## src/common/otss_pkg.sv

```systemverilog
/*
  Shared constants and types for the output terminal status selector: register
  byte addresses, setting codes, reset values, interrupt bit positions, timing
  and the packed carriers for the drive samples and the fault restart events.
  Assumes a 100 MHz control clock and a register port with word-aligned addresses.
*/
package otss_pkg;

  localparam int FW = 16;
  localparam int CODE_W = 8;
  localparam int STAT_W = 4;

  // Register byte addresses, one 32-bit word each.
  localparam logic [7:0] ADDR_LEVEL = 8'h00;
  localparam logic [7:0] ADDR_WIDTH = 8'h04;
  localparam logic [7:0] ADDR_DETSEL = 8'h08;
  localparam logic [7:0] ADDR_TQSEL = 8'h0C;
  localparam logic [7:0] ADDR_TQLEVEL = 8'h10;
  localparam logic [7:0] ADDR_TQTIME = 8'h14;
  localparam logic [7:0] ADDR_RSTLIMIT = 8'h18;
  localparam logic [7:0] ADDR_STATUS = 8'h1C;
  localparam logic [7:0] ADDR_MASK = 8'h20;
  localparam logic [7:0] ADDR_TERM = 8'h24;
  localparam logic [7:0] ADDR_RSTCOUNT = 8'h28;
  localparam logic [7:0] ADDR_CODE_BASE = 8'h40;

  // Terminal setting codes.
  localparam logic [CODE_W-1:0] CODE_UNUSED = 8'h0F;
  localparam logic [CODE_W-1:0] CODE_SPEED_AGREE2 = 8'h13;
  localparam logic [CODE_W-1:0] CODE_USER_AGREE2 = 8'h14;
  localparam logic [CODE_W-1:0] CODE_FREQ_DET3 = 8'h15;
  localparam logic [CODE_W-1:0] CODE_FREQ_DET4 = 8'h16;
  localparam logic [CODE_W-1:0] CODE_TORQUE_DET2 = 8'h18;
  localparam logic [CODE_W-1:0] CODE_REVERSE = 8'h1A;
  localparam logic [CODE_W-1:0] CODE_BASEBLOCK_NC = 8'h1B;
  localparam logic [CODE_W-1:0] CODE_AUTO_RESTART = 8'h1E;

  // Reset values, plus the detect-always and undertorque select values.
  localparam logic [CODE_W-1:0] CODE_RST = CODE_UNUSED;
  localparam logic DETSEL_RST = 1'b0;
  localparam logic DETSEL_ALWAYS = 1'b1;
  localparam logic [3:0] TQSEL_RST = 4'h0;
  localparam logic [3:0] TQSEL_UNDER = 4'h5;
  localparam logic [7:0] RSTLIMIT_RST = 8'h03;
  localparam logic [FW-1:0] FREQ_RST = 16'h0000;

  // Interrupt status bit positions.
  localparam int STAT_TQ2 = 0;
  localparam int STAT_RST_OK = 1;
  localparam int STAT_RST_GIVEUP = 2;
  localparam int STAT_REVERSE = 3;

  // Torque detection time counts in units of 1 ms.
  localparam int CLK_MHZ = 100;
  localparam int TQ_UNIT_US = 1000;
  localparam int TQ_TICK_CYCLES = TQ_UNIT_US * CLK_MHZ;

  typedef struct packed {
    logic signed [FW-1:0] outFreq;
    logic signed [FW-1:0] freqRef;
    logic [FW-1:0] torque;
    logic baseblock;
  } otss_drive_t;

  typedef struct packed {
    logic faultDetect;
    logic faultCleared;
  } otss_restart_t;

  typedef enum logic [0:0] {
    RS_IDLE = 1'b0,
    RS_TRYING = 1'b1
  } otss_rstate_t;

endpackage : otss_pkg

```

## src/logic/otss_top.sv

```systemverilog
/*
  Output terminal status selector: drives each multi-function output terminal
  from the condition picked by that terminal's setting code, with registers,
  interrupt status and mask reached over a plain strobe port.
  Assumes all drive samples and restart events come from logic on mclk.
*/
// Local design decisions: the address-and-strobe port and the register offsets.
// Summary of operation
// RL1 - Code 13: output frequency within reference band.
// RL2 - Code 13 compares magnitudes, both directions alike.
// RL3 - Code 14: inside level band and reference band.
// RL4 - Codes 14-16 use signed level, one direction.
// RL5 - Code 15: off above level+width until level.
// RL6 - Detect select 0 blanks code 15 in baseblock.
// RL7 - Code 16: on above level until level-width.
// RL8 - Code 18: overtorque, or timed undertorque.
// RL9 - Torque select five or more means undertorque.
// RL10 - Code 1A: on while running in reverse.
// RL11 - Code 1B: off during baseblock, else on.
// RL12 - Code 1E: on while auto restart tries.
// RL13 - Code 1E off when restart clears fault.
// RL14 - Code 1E off when attempts hit limit.
// RL15 - Code F: terminal driven by no condition.
// RL16 - Per-terminal code register, re-evaluated every cycle.
`timescale 1ns/1ps
module otss_top #(
  parameter int NUM_TERM = 3,
  parameter int TICK_CYCLES = otss_pkg::TQ_TICK_CYCLES
) (
  input wire logic mclk,
  input wire logic rstn,
  input wire logic ce,
  input wire logic [7:0] regAddr,
  input wire logic [31:0] regWdata,
  input wire logic regWr,
  input wire logic regRd,
  output logic [31:0] regRdata,
  input wire otss_pkg::otss_drive_t drive,
  input wire otss_pkg::otss_restart_t restart,
  output logic [NUM_TERM-1:0] terminal,
  output logic irq
);
  import otss_pkg::*;

  localparam int EW = FW + 2;

  logic signed [FW-1:0] levelQ;
  logic [FW-1:0] widthQ;
  logic detSelQ;
  logic [3:0] tqSelQ;
  logic [FW-1:0] tqLevelQ;
  logic [FW-1:0] tqTimeQ;
  logic [7:0] rstLimitQ;
  logic [7:0] rstCountQ, rstCountD;
  logic [STAT_W-1:0] statusQ, statusD, maskQ;
  logic freq3OffQ, freq4OnQ, tq2Q, reverseQ;
  logic [16:0] prescQ;
  logic [FW-1:0] msCountQ;
  otss_rstate_t rstStateQ, rstStateD;
  logic [CODE_W-1:0] codeQ [NUM_TERM];

  // Register decode.
  wire wrLevel = regWr && regAddr == ADDR_LEVEL;
  wire wrWidth = regWr && regAddr == ADDR_WIDTH;
  wire wrDetSel = regWr && regAddr == ADDR_DETSEL;
  wire wrTqSel = regWr && regAddr == ADDR_TQSEL;
  wire wrTqLevel = regWr && regAddr == ADDR_TQLEVEL;
  wire wrTqTime = regWr && regAddr == ADDR_TQTIME;
  wire wrRstLimit = regWr && regAddr == ADDR_RSTLIMIT;
  wire wrStatus = regWr && regAddr == ADDR_STATUS;
  wire wrMask = regWr && regAddr == ADDR_MASK;
  wire [7:0] codeOffset = regAddr - ADDR_CODE_BASE;
  wire [5:0] codeIdx = codeOffset[7:2];
  wire codeHit = regAddr >= ADDR_CODE_BASE && int'(codeIdx) < NUM_TERM;

  // Frequency arithmetic, widened so no sum or magnitude overflows.
  wire signed [EW-1:0] fo = EW'(drive.outFreq);
  wire signed [EW-1:0] fr = EW'(drive.freqRef);
  wire signed [EW-1:0] lvl = EW'(levelQ);
  wire signed [EW-1:0] wd = $signed({2'b00, widthQ});
  wire signed [EW-1:0] foAbs = fo < 0 ? -fo : fo;
  wire signed [EW-1:0] frAbs = fr < 0 ? -fr : fr;
  wire levelNeg = lvl < 0;
  // A negative level mirrors the comparisons so detection happens in reverse only.
  wire signed [EW-1:0] foDir = levelNeg ? -fo : fo; // RL4
  wire signed [EW-1:0] lvlMag = levelNeg ? -lvl : lvl; // RL4

  wire speedAgree2 = foAbs >= frAbs - wd && foAbs <= frAbs + wd; // RL1 RL2
  wire inLevelBand = fo >= lvl - wd && fo <= lvl + wd; // RL3 RL4
  wire inRefBand = fo >= fr - wd && fo <= fr + wd; // RL3
  wire userAgree2 = inLevelBand && inRefBand; // RL3
  wire freq3Blank = detSelQ == DETSEL_RST && drive.baseblock; // RL6
  wire freq3Out = !freq3OffQ && !freq3Blank; // RL5 RL6
  wire freq3OffD = foDir > lvlMag + wd ? 1'b1 : (foDir <= lvlMag ? 1'b0 : freq3OffQ); // RL5
  wire freq4OnD = foDir > lvlMag ? 1'b1 : (foDir <= lvlMag - wd ? 1'b0 : freq4OnQ); // RL7

  // Torque detection 2.
  wire tqOverMode = tqSelQ != TQSEL_RST && tqSelQ < TQSEL_UNDER;
  wire tqUnderMode = tqSelQ >= TQSEL_UNDER; // RL9
  wire tqOver = tqOverMode && drive.torque > tqLevelQ; // RL8
  wire tqLow = tqUnderMode && drive.torque < tqLevelQ; // RL9
  wire msTick = tqLow && int'(prescQ) == TICK_CYCLES - 1;
  wire tqUnder = tqLow && msCountQ > tqTimeQ; // RL8 RL9
  wire tq2D = tqOver || tqUnder; // RL8

  wire reverseD = fo < 0; // RL10
  wire baseblockNc = !drive.baseblock; // RL11

  // Fault restart sequencing.
  wire atLimit = rstCountQ >= rstLimitQ;
  wire rstTrying = rstStateQ == RS_TRYING; // RL12
  wire rstSuccess = rstTrying && restart.faultCleared; // RL13
  wire rstGiveUp = restart.faultDetect && atLimit; // RL14

  always_comb begin
    rstStateD = rstStateQ;
    rstCountD = rstCountQ;
    unique case (rstStateQ)
      RS_IDLE: begin
        if (restart.faultDetect && !atLimit) begin
          rstStateD = RS_TRYING; // RL12
          rstCountD = rstCountQ + 8'h01;
        end
      end
      RS_TRYING: begin
        if (restart.faultCleared) begin
          rstStateD = RS_IDLE; // RL13
          rstCountD = 8'h00;
        end else if (restart.faultDetect) begin
          if (atLimit) begin
            rstStateD = RS_IDLE; // RL14
          end else begin
            rstCountD = rstCountQ + 8'h01;
          end
        end
      end
    endcase
  end

  // Interrupt events; a set in the cycle of a clear wins.
  wire [STAT_W-1:0] events = {reverseD && !reverseQ, rstGiveUp, rstSuccess, tq2D && !tq2Q};
  wire [STAT_W-1:0] clearBits = wrStatus ? regWdata[STAT_W-1:0] : {STAT_W{1'b0}};
  assign statusD = (statusQ & ~clearBits) | events;

  // Every condition a terminal can show, packed in the order the selector reads them.
  wire [7:0] conds = {rstTrying, baseblockNc, reverseQ, tq2Q, freq4OnQ, freq3Out,
    userAgree2, speedAgree2};

  // Condition selected by a setting code. The conditions come in as an argument so
  // that the continuous assignment calling this re-evaluates whenever any of them moves.
  function automatic logic selectCond(
    input logic [CODE_W-1:0] code,
    input logic [7:0] cv
  );
    logic c;
    c = 1'b0;
    case (code)
      CODE_SPEED_AGREE2: c = cv[0]; // RL1
      CODE_USER_AGREE2: c = cv[1]; // RL3
      CODE_FREQ_DET3: c = cv[2]; // RL5
      CODE_FREQ_DET4: c = cv[3]; // RL7
      CODE_TORQUE_DET2: c = cv[4]; // RL8
      CODE_REVERSE: c = cv[5]; // RL10
      CODE_BASEBLOCK_NC: c = cv[6]; // RL11
      CODE_AUTO_RESTART: c = cv[7]; // RL12
      default: c = 1'b0; // RL15
    endcase
    return c;
  endfunction : selectCond

  // Per-terminal write enables and next terminal levels.
  logic [NUM_TERM-1:0] codeWr;
  logic [NUM_TERM-1:0] termD;

  genvar gi;
  generate
    for (gi = 0; gi < NUM_TERM; gi++) begin : gTerm
      assign codeWr[gi] = regWr && codeHit && int'(codeIdx) == gi;
      assign termD[gi] = selectCond(codeQ[gi], conds); // RL16
    end
  endgenerate

  // Setting code registers, one per terminal.
  always_ff @(posedge mclk or negedge rstn) begin
    if (!rstn) begin
      for (int i = 0; i < NUM_TERM; i++) begin
        codeQ[i] <= CODE_RST;
      end
    end else if (ce) begin
      for (int i = 0; i < NUM_TERM; i++) begin
        if (codeWr[i]) begin
          codeQ[i] <= regWdata[CODE_W-1:0]; // RL16
        end
      end
    end
  end

  // All terminals share one flop bank so each output has a single driver.
  always_ff @(posedge mclk or negedge rstn) begin
    if (!rstn) begin
      terminal <= {NUM_TERM{1'b0}};
    end else if (ce) begin
      terminal <= termD; // RL16
    end
  end

  // Read data mux.
  wire [31:0] termWord = 32'(terminal);
  wire [31:0] codeWord = codeHit ? 32'(codeQ[codeIdx[$clog2(NUM_TERM+1)-1:0]]) : 32'h00000000;
  wire [31:0] rdMux =
    regAddr == ADDR_LEVEL ? 32'(unsigned'(levelQ)) :
    regAddr == ADDR_WIDTH ? 32'(widthQ) :
    regAddr == ADDR_DETSEL ? 32'(detSelQ) :
    regAddr == ADDR_TQSEL ? 32'(tqSelQ) :
    regAddr == ADDR_TQLEVEL ? 32'(tqLevelQ) :
    regAddr == ADDR_TQTIME ? 32'(tqTimeQ) :
    regAddr == ADDR_RSTLIMIT ? 32'(rstLimitQ) :
    regAddr == ADDR_STATUS ? 32'(statusQ) :
    regAddr == ADDR_MASK ? 32'(maskQ) :
    regAddr == ADDR_TERM ? termWord :
    regAddr == ADDR_RSTCOUNT ? 32'(rstCountQ) : codeWord;

  // Frequency detection settings.
  always_ff @(posedge mclk or negedge rstn) begin
    if (!rstn) begin
      levelQ <= FREQ_RST;
      widthQ <= FREQ_RST;
      detSelQ <= DETSEL_RST; // RL6
    end else if (ce) begin
      if (wrLevel) begin
        levelQ <= regWdata[FW-1:0]; // RL4
      end
      if (wrWidth) begin
        widthQ <= regWdata[FW-1:0];
      end
      if (wrDetSel) begin
        detSelQ <= regWdata[0]; // RL6
      end
    end
  end

  // Torque detection settings.
  always_ff @(posedge mclk or negedge rstn) begin
    if (!rstn) begin
      tqSelQ <= TQSEL_RST;
      tqLevelQ <= FREQ_RST;
      tqTimeQ <= FREQ_RST;
    end else if (ce) begin
      if (wrTqSel) begin
        tqSelQ <= regWdata[3:0]; // RL9
      end
      if (wrTqLevel) begin
        tqLevelQ <= regWdata[FW-1:0]; // RL8
      end
      if (wrTqTime) begin
        tqTimeQ <= regWdata[FW-1:0]; // RL8
      end
    end
  end

  // Restart attempt limit and interrupt mask.
  always_ff @(posedge mclk or negedge rstn) begin
    if (!rstn) begin
      rstLimitQ <= RSTLIMIT_RST;
      maskQ <= {STAT_W{1'b0}};
    end else if (ce) begin
      if (wrRstLimit) begin
        rstLimitQ <= regWdata[7:0]; // RL14
      end
      if (wrMask) begin
        maskQ <= regWdata[STAT_W-1:0];
      end
    end
  end

  // Sticky status and the level interrupt; irq looks at the next status so it
  // follows a set or a clear in the same cycle as the status register does.
  always_ff @(posedge mclk or negedge rstn) begin
    if (!rstn) begin
      statusQ <= {STAT_W{1'b0}};
      irq <= 1'b0;
    end else if (ce) begin
      statusQ <= statusD;
      irq <= |(statusD & maskQ);
    end
  end

  // Read data stand for one cycle after the strobe and are zero otherwise.
  always_ff @(posedge mclk or negedge rstn) begin
    if (!rstn) begin
      regRdata <= 32'h00000000;
    end else if (ce) begin
      regRdata <= regRd ? rdMux : 32'h00000000;
    end
  end

  // Frequency detection hysteresis, re-evaluated every control cycle.
  always_ff @(posedge mclk or negedge rstn) begin
    if (!rstn) begin
      freq3OffQ <= 1'b0;
      freq4OnQ <= 1'b0;
    end else if (ce) begin
      freq3OffQ <= freq3OffD; // RL5
      freq4OnQ <= freq4OnD; // RL7
    end
  end

  // Torque detection with its millisecond qualifier. The counter saturates so a
  // long undertorque spell cannot wrap round and drop the flag.
  always_ff @(posedge mclk or negedge rstn) begin
    if (!rstn) begin
      tq2Q <= 1'b0;
      prescQ <= 17'h00000;
      msCountQ <= FREQ_RST;
    end else if (ce) begin
      tq2Q <= tq2D; // RL8
      prescQ <= (!tqLow || msTick) ? 17'h00000 : prescQ + 17'h00001;
      if (!tqLow) begin
        msCountQ <= FREQ_RST;
      end else if (msTick && msCountQ != 16'hFFFF) begin
        msCountQ <= msCountQ + 16'h0001; // RL9
      end
    end
  end

  // Rotation direction.
  always_ff @(posedge mclk or negedge rstn) begin
    if (!rstn) begin
      reverseQ <= 1'b0;
    end else if (ce) begin
      reverseQ <= reverseD; // RL10
    end
  end

  // Fault restart sequencer state and attempt count.
  always_ff @(posedge mclk or negedge rstn) begin
    if (!rstn) begin
      rstStateQ <= RS_IDLE;
      rstCountQ <= 8'h00;
    end else if (ce) begin
      rstStateQ <= rstStateD; // RL12
      rstCountQ <= rstCountD; // RL14
    end
  end

endmodule : otss_top
```

## config.mk

```make
export PLATFORM = sky130hd
export DESIGN_NAME = otss_top
export DESIGN_NICKNAME = d
export VERILOG_FILES = /design/src/common/otss_pkg.sv /design/src/logic/otss_top.sv
export SDC_FILE = /design/constraint.sdc
export NUM_CORES = 1
export LEC_CHECK = 0
export ABC_AREA = 0
export BUFFER_PORTS_ARGS = -buffer_cell sky130_fd_sc_hd__buf_2
export CAP_MARGIN = 20
export CORE_ASPECT_RATIO = 0.9
export CORE_MARGIN = 5
export CORE_UTILIZATION = 55
export DETAILED_ROUTE_END_ITERATION = 10
export PLACE_DENSITY = 0.73
export SYNTH_ARGS = -nofsm -noshare
export SYNTH_HDL_FRONTEND = slang
export SYNTH_SLANG_ARGS = --single-unit
```

## constraint.sdc

```tcl
create_clock -name mclk -period 10.7 [get_ports mclk]
set_input_delay 2.14 -clock mclk [delete_from_list [all_inputs] [get_ports mclk]]
set_output_delay 2.14 -clock mclk [all_outputs]
set_load 0.02 [all_outputs]
```

==> results.md, run 1 <==
* Outcome: finished clean
* Max IR drop VDD at ~100 uV
* Number of nets with antenna violations after routing at 0
* Crit path kind: in2reg
* Setup ws final at approximately 3300 ps
* Sequential Power Share at between 30% and 40%
* Tcrit/Tclk final at 68.8%
* TritonCTS buffer count at 17
* Largest family of logic cells by synthesized area: adder cells
* Root buffer cell: clkbuf_16
* # DRC at 0
* Synth Area in XOR/XNOR at 8.00%
* WL/cell at a little over 20 microns
* CP startpoint kind: primary input
* Initial Util at between 50 and 60%
* Power per cell area at 104 nW/um^2
* Power Internal at around 1.4 mW
* CP Max Fanout at 5
* Post-Syn Instances at around 2.4k
* IO Pins at ~130
* WP data required at about 11000 ps
* Cell Area, Synth at ~20000 sq um
* Top_reg_cell synth: dfrtp_1
* Clock power share at 29.5%
* Cell Count, Final, Fillers Out at slightly below 3k
* Post-synthesis compound-gate area fraction at a little over a fifth
* Later-pin clock latency in the skew report at 440 ps
* GP Congestion at ~0.96
* RSZ-0062 raised after global routing: no
* Final Skew at 9.33 ps
* Core box area at between 30000 and 40000 sq um
* Max-cap violations at 0
* First-pass GRT wire length at ~94000 microns
* Relative slew slack at between 30% and 40%
* Pin count of the biggest net entering global routing at 106
* Utilization after layout at between 50% and 60%
* Power share of the combinational group at between 30% and 40%
* Share of cells above drive strength 1 at roughly a tenth
* Lkg Pwr at between 9 and 10 nW
* Detailed Route Iter0 Violations at between 1.5k and 2k
* Post-synthesis simple-gate area fraction at between 10% and 20%
* Row Count at 66
* Htree depth at 4
* Post-synth cell types at 84
* Post-placement cell area at 20900 sq um
* #FFs+latches synth at 175
* Post-CTS resize count at 0
* Clk sinks at between 150 and 200
* Worst setup EP type: flip-flop
* # hold bufs at CTS at 0
* Initial antenna violation count at 0
* Switch Pwr at approximately 0.8 mW
* Post-synthesis average cell area at ~8.5 sq um
* Horiz. Die Dim at approximately 210 microns
* CTS Buffer Depth at 2
* DP Worst Slack at between 3000 and 4000 ps
* Hold WS at between 400 and 500 ps
* Setup-failing EPs final at 0
* Reg clk slew, reported paths at around 70 ps
* F_max at around 140 MHz
* GRT overflow at 0
* GRT Resource Usage Total at 29.0%
* Final Power at about 2.2 mW
* Critical path arrival at roughly 7700 ps
* Via count at 18.2k
* Synthesis warning total at 0
* CTS tree: yes
* Fin crit period at between 7000 and 8000 ps
* Vias in the first global route at 16.9k
* Switching Fraction at between 30% and 40%
* Async S/R FF share, synth at 100%
* Hold WC Path Type: reg2reg
* Mux cell area share after synthesis at roughly 5.2%
* Final-report hold violation count at 0
* Number of synthesized flops with an enable pin at 0
* Fin nets at about 2.8k
* Ant diodes at 0
* Worst slew pin tran at between 1000 and 1500 ps
* DR pass1 iterations at 6
* Final slew viol count at 0
* Dpl hpwl at approximately 48000 microns
* Register area share after synthesis at 21.9%
* Setup TNS Final at 0 ps
* Post-Synth Adder-Cell Area at between 20% and 30%
* Die Y at between 150 and 200 microns
* Post-DR vias/cell at roughly 6.3
* Die ar. at slightly above 40000 sq um
* Postcts setup bufs at 0
* Synth-to-Final Area Change at 7.22%
* Placed Cells at ~2.9k
* Post-Route WL at ~60000 microns
* I/O Buffers at 99
* Cell area after layout at 21500 sq um
worst max-delay path: stages:
cell	delay, ps
buf_2	160
inv_1	110
ha_1	280
nand2_1	60
o21ai_0	200
fa_1	470
nor2b_1	160
o21bai_1	210
a21oi_1	140
o41ai_1	520
o41ai_1	200
o41ai_1	610
o31ai_1	200
a221oi_1	290
ha_1	300
nand4_1	220
nor2_1	100
a31o_2	250
nor3_1	170
mux2i_1	210
o21a_1	320
a21oi_1	110
o32ai_1	270
kinds of logic (layout without fill, tap and decap cells):
logic type,after synthesis,in the layout
buffers and inverters,260,307
AO/OA/AOI/OAI,634,634
multiplexers,95,95
XOR/XNOR,183,183
other,2,20
adder cells (fa/ha/maj),343,343
flip-flops,175,175
AND/OR/NAND/NOR,666,666
synthesized netlist by cell type (13+ instances only):
master,count,area [sq um]
a31oi_1,25,156
a22oi_1,33,248
dfrtp_1,161,4030
nand3_1,43,215
nor2_1,161,604
a211oi_1,19,143
a21o_1,58,435
nand4_1,44,275
buf_4,16,120
o211ai_1,14,105
mux2_2,67,754
a221oi_1,13,114
nor3_1,55,275
inv_1,160,601
nand2b_1,41,257
ha_1,335,4190
o21ai_0,85,425
xnor2_1,142,1240
xor2_1,41,359
o21a_1,16,120
dfstp_2,14,368
o21bai_1,25,188
nor4_1,13,81.3
clkbuf_1,69,259
nor2b_1,32,200
o21ai_1,56,280
nand2_1,167,627
o31ai_1,32,240
a21oi_1,138,691
and3_1,21,131
mux2i_1,16,160
final timing paths:
check                             start           end  slack, ps  cells after the start
setup / recovery              drive[18]   terminal[0]       3340                     23
hold / removal             regRdata[12]  regRdata[12]        470                      1
setup reg to reg              widthQ[1]   terminal[0]       3770                     19
hold reg to reg            regRdata[12]  regRdata[12]        470                      1
max in group asynchronous          rstn     widthQ[4]       7480                      2
min in group asynchronous          rstn     prescQ[8]       1780                      1
state kept, by name (all words and copies together) (netlist names), 16 cells and up:
| name | flops |
|---|---|
| codeQ | 24 |
| prescQ | 17 |
| levelQ | 16 |
| msCountQ | 16 |
| regRdata | 16 |
| tqLevelQ | 16 |
| tqTimeQ | 16 |
| widthQ | 16 |
final cells by class:
type / count / area, sq um
clock buffers: 21 / 460
clock inverters: 11 / 155
fillers: 3208 / 14600
inverters: 164 / 616
multi-input cells: 1941 / 14700
flip-flops and latches: 175 / 4400
well taps: 476 / 596
repair buffers: 111 / 592
power by group through the flow:
| stage | Clock [mW] | Combinational (mW) | Sequential, mW |
|---|---|---|---|
| 6_report | 0.657 | 0.829 | 0.740 |
| 5_1_grt | 0.692 | 0.917 | 0.743 |
| 4_1_cts | 0.660 | 0.809 | 0.738 |
| 3_5_place_dp | 0 | 0.801 | 0.750 |
| 3_3_place_gp | 0 | 0.778 | 0.750 |
| 2_1_floorplan | 0 | 0.580 | 0.729 |
routing by layer:
metal	part of all wire, %	global-route usage (%)	wire [microns]	up-vias
met5	0	0	0	-
met4	1.5	5.04	917	0
met3	8.4	4.97	5000	68
met2	42	42.5	25000	736
met1	48	45.0	28900	8653
li1	-	-	-	8695
cells in the final DEF, fill, tap and decap left out, drive strengths merged, types with 19 or more instances in the layout:
cell    count
ha        335
nand2     167
inv       165
nor2      161
dfrtp     161
xnor2     142
o21ai     141
a21oi     138
buf       111
mux2       79
a21o       58
nor3       55
nand4      44
nand3      43
nand2b     41
xor2       41
a22oi      33
o31ai      32
nor2b      32
o21bai     25
a31oi      25
or3        23
and3       21
clkbuf     21
conb       20
a211oi     19
Note: power is estimated with default switching activity, not from simulation.
==> inputs of run 2 (changes only) <==
--- a/config.mk
+++ b/config.mk
@@ -5,7 +5,7 @@
 export SDC_FILE = /design/constraint.sdc
 export NUM_CORES = 1
 export LEC_CHECK = 0
-export ABC_AREA = 0
+export ABC_AREA = 1
 export BUFFER_PORTS_ARGS = -buffer_cell sky130_fd_sc_hd__buf_2
 export CAP_MARGIN = 20
 export CORE_ASPECT_RATIO = 0.9
==> constraint.sdc (replaced) <==
create_clock -name mclk -period 7.5 [get_ports mclk]
set_input_delay 1.5 -clock mclk [delete_from_list [all_inputs] [get_ports mclk]]
set_output_delay 1.5 -clock mclk [all_outputs]
set_load 0.02 [all_outputs]
==> run 2 against run 1 <==
Die area rose by 6.6%. Routed wire length rose by 20%. Synthesized cell count rose by 33%. Utilization fell by 0.16 points. Combinational power rose by 52%. Hold slack improved by 10 ps. Clock power rose by 44%. Synthesized area rose by 7.0%. Global-route usage rose by 3.8 points. Clock skew rose by 9.5 ps.
==> results.md, run 2 <==
* Top_reg_cell synth: dfrtp_1 (unchanged)
* I/O Buffers at 99 (unchanged)
* Vias in the first global route at 20.1k (was 16.9k)
* Lkg Pwr at 11.7 nW (was 9.90 nW)
* Postcts setup bufs at 0 (unchanged)
* Max stage delay on crit path at 500 ps (was 610 ps)
* Max-cap violations at 0 (unchanged)
* Relative slew slack at 32.1% (was 33.1%)
* FF/Latch Area at 4400 sq um (unchanged)
* Post-DR vias/cell at 5.73 (was 6.26)
* Initial Util at 55.7% (was 55.5%)
* # hold bufs at CTS at 0 (unchanged)
* Cell area after layout at 22800 sq um (was 21500 sq um)
* Final Power at 3.28 mW (was 2.23 mW)
* Cell with the most instances after synthesis: nand2_1 (was ha_1)
* Number of nets with antenna violations after routing at 0 (unchanged)
* Synth area leaders: ha_1 20%, dfrtp_1 19%, nand2_1 12%, inv_1 7.3%, xor2_1 6.8% (was ha_1 21%, dfrtp_1 20%, xnor2_1 6.2%, mux2_2 3.8%, a21oi_1 3.4%)
* Synth area leader: ha_1 (unchanged)
* Core box area at 38500 sq um (was 36100 sq um)
* DR pass1 iterations at 6 (unchanged)
* Post-placement cell area at 22200 sq um (was 20900 sq um)
* Via count at 21.3k (was 18.2k)
* Tcrit/Tclk final at between 80 and 90%
* Die ar. at 43000 sq um (was 40300 sq um)
* F_max at roughly 160 MHz
* Hold WC Path Type: reg2reg (unchanged)
* GRT overflow at 0 (unchanged)
* Synth-to-Final Area Change at 6.50% (was 7.22%)
* #FFs+latches synth at 175 (unchanged)
* Post-Syn Instances at 3135 (was 2358)
* Max IR drop VDD at 200 uV (was 98.4 uV)
* Fin crit period at approximately 6300 ps
* Most frequent cells in the layout: 708 x nand2_1, 415 x inv_1, 335 x ha_1 (was 335 x ha_1, 167 x nand2_1, 161 x nor2_1, 161 x dfrtp_1, 160 x inv_1)
* Post-synthesis average cell area at 6.84 sq um (was 8.50 sq um)
* Setup-failing EPs final at 0 (unchanged)
* Outcome: finished clean (unchanged)
* First-pass GRT wire length at 112000 microns (was 94000 microns)
* Sequential Power Share at 32.7% (was 33.3%)
* Async S/R FF share, synth at 100% (unchanged)
* Max FFs per register at 24 (unchanged)
* TritonCTS buffer count at 17 (unchanged)
* CP max stage cell: nor4_1 (was o41ai_1)
* Final Skew at 18.9 ps (was 9.33 ps)
* Pin count of the biggest net entering global routing at 101 (was 106)
* Synthesis warning total at 0 (unchanged)
* Post-synth cell types at 62 (was 84)
* Yosys top cell area share at 19.6% (was 20.9%)
* Switch Pwr at 1.37 mW (was 0.816 mW)
* Area of the multi-input gates at 15000 sq um (was 14700 sq um)
* Worst slew pin tran at 1020 ps (was 1000 ps)
* Post-Route WL at 71900 microns (was 59800 microns)
* R2r setup slk at 2190 ps (was 3770 ps)
* Row Count at 68 (was 66)
* Htree depth at 4 (unchanged)
* CTS tree: yes (unchanged)
* Final slew viol count at 0 (unchanged)
* Worst path most repeated cell: nand2_1 (was o41ai_1)
* Switching Fraction at 41.7% (was 36.7%)
* Fillers at 3680 (was 3208)
* Setup TNS Final at 0 ps (unchanged)
* Synth cell count leaders: 708 x nand2_1, 415 x inv_1, 335 x ha_1 (was 335 x ha_1, 167 x nand2_1, 161 x dfrtp_1, 161 x nor2_1, 160 x inv_1)
* Final-report hold violation count at 0 (unchanged)
* Cell Area, Synth at 21400 sq um (was 20000 sq um)
* RSZ-0062 raised after global routing: no (unchanged)
* CP startpoint kind: primary input (unchanged)
* Detailed Route Iter0 Violations at 2072 (was 1871)
* Power Internal at 1.91 mW (was 1.41 mW)
* Utilization after layout at 59.4% (was 59.5%)
* Die Y at 197 microns (was 191 microns)
* Fin nets at 3612 (was 2849)
* WP data required at 7840 ps (was 11040 ps)
* Reg clk slew, reported paths at 80 ps (was 70 ps)
* GRT Resource Usage Total at 32.8% (was 29.0%)
* GP Congestion at 0.994 (was 0.955)
* Register area share after synthesis at 20.5% (was 21.9%)
* WL/cell at 19.4 microns (was 20.6 microns)
* Number of synthesized flops with an enable pin at 0 (unchanged)
* Biggest register: codeQ (unchanged)
* Commonest non-fill, non-tap cell in the layout: nand2_1 (was ha_1)
* Initial antenna violation count at 0 (unchanged)
* Power share of the combinational group at 38.4% (was 37.2%)
* Root buffer cell: clkbuf_16 (unchanged)
* Power per cell area at 144 nW/um^2 (was 104 nW/um^2)
* Dpl hpwl at 57200 microns (was 47900 microns)
* IO Pins at 132 (unchanged)
* Largest registers: codeQ: 24 flops, prescQ: 17 flops (unchanged)
* Worst setup EP type: flip-flop (unchanged)
* CTS Buffer Depth at 2 (unchanged)
* Share of cells above drive strength 1 at 6.65% (was 10.2%)
* Post-CTS resize count at 0 (unchanged)
* Clk sinks at 175 (unchanged)
* Later-pin clock latency in the skew report at 450 ps (was 440 ps)
* Clock power share at 28.9% (was 29.5%)
* # DRC at 0 (unchanged)
* Crit path kind: in2reg (unchanged)
* Horiz. Die Dim at 218 microns (was 211 microns)
* CP Max Fanout at 7 (was 5)
* Critical path arrival at 6630 ps (was 7710 ps)
==> run 2: worst max-delay path, delay by kind of cell <==
kind	cells	cell delay, ps
and+or+nand+nor	14	2040
AOI/OAI and AO/OA	5	1070
adders and majority gates	3	870
buffers and inverters	6	710
xor gates and xnor gates	2	440
==> run 2: logic make-up (layout without fill, tap and decap cells) <==
| logic type | after synthesis | in the layout | share of synthesized area (%) |
|---|---|---|---|
| adders and majority gates | 343 | 343 | 20.3 |
| xor gates and xnor gates | 180 | 180 | 7.36 |
| AOI/OAI and AO/OA | 625 | 625 | 16.2 |
| DFF | 175 | 175 | 20.5 |
| and+or+nand+nor | 1278 | 1278 | 25.6 |
| other | 2 | 23 | 0.0350 |
| buffers and inverters | 532 | 565 | 10.0 |
==> run 2: worst paths after layout <==
check                           from            to  depth (start not counted)
max                        drive[18]   terminal[0]                         30
min                        codeQ[22]     codeQ[22]                          2
max reg2reg                levelQ[1]      freq4OnQ                         32
min reg2reg                codeQ[22]     codeQ[22]                          2
max in group asynchronous       rstn    statusQ[2]                          2
min in group asynchronous       rstn  regRdata[11]                          1
==> run 2: routing by layer <==
metal | vias up | part of all wire, % | wire (microns) | global-route usage [%]
met1 | 9858 | 44 | 31900 | 46.5
met4 | 0 | 3.2 | 2270 | 9.33
met5 | - | 0 | 0 | 0
met3 | 127 | 8.9 | 6410 | 5.99
li1 | 10400 | - | - | -
met2 | 900 | 44 | 31400 | 51.5
==> run 2: final cells by class <==
cell class	instances	share of cell area (%)
repair buffers	105	2.40
well taps	525	2.88
flip-flops and latches	175	19.3
clock buffers	17	1.86
multi-input cells	2446	65.5
inverters	428	7.09
clock inverters	15	0.932
diodes	3	0.0329
==> run 2: power by group through the flow <==
stage          clock network [mW]  logic (mW)  registers [mW]
2_1_floorplan                   0       0.881            1.05
3_3_place_gp                    0        1.19            1.08
3_5_place_dp                    0        1.22            1.09
4_1_cts                     0.952        1.23            1.07
5_1_grt                     0.992        1.42            1.08
6_report                    0.947        1.26            1.07
==> run 2: per-stage QoR <==
stage	setup slack [ps]	hold WS, ps	std cells
final	1200	484	3714
after CTS	1440	487	3711
after global placement	1140	460	3679
after floorplan	2380	444	3153
after global routing	677	512	3711
after detailed placement	996	462	3679
==> inputs of run 3 (changes only) <==
--- a/config.mk
+++ b/config.mk
@@ -12,7 +12,7 @@
 export CORE_MARGIN = 5
 export CORE_UTILIZATION = 55
 export DETAILED_ROUTE_END_ITERATION = 10
-export PLACE_DENSITY = 0.73
+export PLACE_DENSITY = 0.76
 export SYNTH_ARGS = -nofsm -noshare
 export SYNTH_HDL_FRONTEND = slang
 export SYNTH_SLANG_ARGS = --single-unit
==> constraint.sdc (replaced) <==
create_clock -name mclk -period 5.3 [get_ports mclk]
set_input_delay 1.06 -clock mclk [delete_from_list [all_inputs] [get_ports mclk]]
set_output_delay 1.06 -clock mclk [all_outputs]
set_load 0.02 [all_outputs]
==> run 3 against run 2 <==
Critical endpoint is now terminal[1]. Register-to-register slack worse by 1800 ps. Setup slack worse by 860 ps. Largest cell class unchanged. Critical path type unchanged. Total power is 44% higher. Non-clock buffer count increased by 128. Count of clock-buffer cells in the layout did not move.
==> results.md, run 3 (same netlist as run 2, synthesis figures left out) <==
* Outcome: finished clean (unchanged)
* CP top delay family: buffers and inverters (was simple AND/OR/NAND/NOR gates)
* WP data required at 5710 ps (was 7840 ps)
* GRT overflow at 0 (unchanged)
* Met2 Wirelength at 31300 microns (was 31400 microns)
* Final slew viol count at 0 (unchanged)
* Dpl hpwl at 60800 microns (was 57200 microns)
* Worst slew pin tran at 1060 ps (was 1020 ps)
* RSZ-0062 raised after global routing: yes (was no)
* First-pass GRT wire length at 114000 microns (was 112000 microns)
* Cell Count, Final, Fillers Out at 3840 (was 3714)
* CTS tree: yes (unchanged)
* DR pass1 iterations at 8 (was 6)
* Switch Pwr at 1.96 mW (was 1.37 mW)
* Uppermost layer routed: met4 (unchanged)
* Fin crit period at just under 5000 ps
* Final Skew at 10.7 ps (was 18.9 ps)
* Share of cells above drive strength 1 at 10.8% (was 6.65%)
* Fin nets at 3740 (was 3612)
* Die ar. at 43000 sq um (unchanged)
* Power per cell area at 197 nW/um^2 (was 144 nW/um^2)
* Pin count of the biggest net entering global routing at 103 (was 101)
* Core box area at 38500 sq um (unchanged)
* Largest registers: codeQ: 24 flops, prescQ: 17 flops (unchanged)
* Setup-failing EPs final at 0 (unchanged)
* # DRC at 0 (unchanged)
* Area of the multi-input gates at 15000 sq um (about the same)
* Sequential Power Share at 32.1% (was 32.7%)
* CP Max Fanout at 4 (was 7)
* Relative slew slack at 29.4% (was 32.1%)
* # hold bufs at CTS at 0 (unchanged)
* Max IR drop VDD at 205 uV (was 200 uV)
* Clk sinks at 175 (unchanged)
* Placed Cells at 3804 (was 3679)
* CP max stage cell: o31ai_1 (was nor4_1)
* Most frequent cells in the layout: 708 x nand2_1, 414 x inv_1, 334 x ha_1 (was 708 x nand2_1, 415 x inv_1, 335 x ha_1)
* Initial Util at 55.7% (unchanged)
* Crit path buf inv count at 10 (was 6)
* Max stage delay on crit path at 420 ps (was 500 ps)
* F_max at a little over 200 MHz
* Tcrit/Tclk final at around 94%
* Vias in the first global route at 20.5k (was 20.1k)
* Synth-to-Final Area Change at 11.2% (was 6.50%)
* Horiz. Die Dim at 218 microns (unchanged)
* Hold WS at 482 ps (was 484 ps)
* Fillers at 3569 (was 3680)
* FF/Latch Area at 4400 sq um (about the same)
* Crit path kind: in2reg (unchanged)
* Htree depth at 4 (unchanged)
* CTS Buffer Depth at 2 (unchanged)
* TritonCTS buffer count at 17 (unchanged)
* WL/cell at 19.1 microns (was 19.4 microns)
* GRT Resource Usage Total at 33.7% (was 32.8%)
* Met3 WL at 5560 microns (was 6410 microns)
* Later-pin clock latency in the skew report at 480 ps (was 450 ps)
* I/O Buffers at 99 (unchanged)
* Power share of the combinational group at 40.8% (was 38.4%)
* Via count at 21.8k (was 21.3k)
* Hold WC Path Type: reg2reg (unchanged)
* Worst setup EP type: flip-flop (unchanged)
* GP Congestion at 0.969 (was 0.994)
* Post-DR vias/cell at 5.67 (was 5.73)
* Initial antenna violation count at 1 (was 0)
* Commonest non-fill, non-tap cell in the layout: nand2_1 (unchanged)
* Max-cap violations at 0 (unchanged)
* Critical path arrival at 5370 ps (was 6630 ps)
* Root buffer cell: clkbuf_16 (unchanged)
* Power Internal at 2.74 mW (was 1.91 mW)
* CP startpoint kind: primary input (unchanged)
* Biggest register: codeQ (unchanged)
* Number of nets with antenna violations after routing at 0 (unchanged)
* Final-report hold violation count at 0 (unchanged)
* Reg clk slew, reported paths at 70 ps (was 80 ps)
* Post-Route WL at 73500 microns (was 71900 microns)
* Lkg Pwr at 12.4 nW (was 11.7 nW)
* IO Pins at 132 (unchanged)
* Detailed Route Iter0 Violations at 2078 (was 2072)
* Die Y at 197 microns (unchanged)
* Utilization after layout at 62.0% (was 59.4%)
* Max FFs per register at 24 (unchanged)
* Worst path most repeated cell: nand2_1 (unchanged)
* Row Count at 68 (unchanged)
* Clock power share at 27.2% (was 28.9%)
* Met1 wire length at 34400 microns (was 31900 microns)
* Switching Fraction at 41.8% (was 41.7%)
[run 3: metal layers]
layer / track usage [%] / vias to the layer above
met1: 49.9 / 10100
met3: 4.83 / 135
li1: - / 10600
met2: 51.5 / 886
met4: 9.44 / 0
met5: 0 / -
[run 3: worst paths after layout]
check / slack (ps) / cells past startpoint / start / to
worst max-delay path: 340 / 33 / drive[18] / terminal[1]
worst min-delay path: 480 / 2 / codeQ[22] / codeQ[22]
worst max register to register: 370 / 27 / levelQ[2] / freq4OnQ
worst min register to register: 480 / 2 / codeQ[22] / codeQ[22]
max in group asynchronous: 3620 / 2 / rstn / codeQ[9]
min in group asynchronous: 680 / 1 / rstn / regRdata[12]
[run 3: power by group through the flow]
stage | clock network, mW | logic [mW] | registers, mW
finish | 1.28 | 1.92 | 1.51
global route | 1.34 | 2.15 | 1.52
global placement | 0 | 1.81 | 1.53
CTS | 1.29 | 1.87 | 1.50
detailed placement | 0 | 1.86 | 1.53
floorplan | 0 | 1.25 | 1.49
[run 3: layout make-up]
cell class / instances / share of cell area, %
Antenna cell: 1 / 0.0105
Clock inverter: 15 / 0.729
Multi-Input combinational cell: 2446 / 63.1
Sequential cell: 175 / 18.4
Inverter: 428 / 6.79
Tap cell: 525 / 2.76
Timing Repair Buffer: 233 / 6.41
Clock buffer: 17 / 1.78
[run 3: what timing repair did]
| action | in CTS | in global routing |
|---|---|---|
| setup endpoints to repair | 0 | 5 |
| resized for setup | 0 | 27 |
| setup buffers | 0 | 2 |
[run 3: stage by stage]
stage / area [sq um] / TNS [ps] / worst slack, ps / power, mW
floorplan: 21500 / 0 / 623 / 2.73
global placement: 23100 / -531 / -185 / 3.34
detailed placement: 23100 / -841 / -292 / 3.39
CTS: 23700 / 0 / 201 / 4.67
global route: 23800 / -29.7 / -29.7 / 5.01
finish: 23800 / 0 / 342 / 4.70
[run 3: worst register-to-register path: stages, from the launching register on]
cell and delay [ps]:
dfrtp_1 480, nor3_1 330, nand4_1 130, buf_4 180
nor3_2 140, or2_2 140, xor2_1 300, ha_1 380
a21oi_1 240, o21a_1 160, nand3_1 190, nand2_1 110
nand2_1 60, a21oi_1 200, nor2_1 70, o21ai_0 150
nand2_1 90, ha_1 280, nand2_1 60, inv_1 50
nand3_1 140, inv_1 100, a21oi_1 230, nand4_1 120
nand3_1 220, nand2_1 80, nand2_1 80, o21ai_0 80
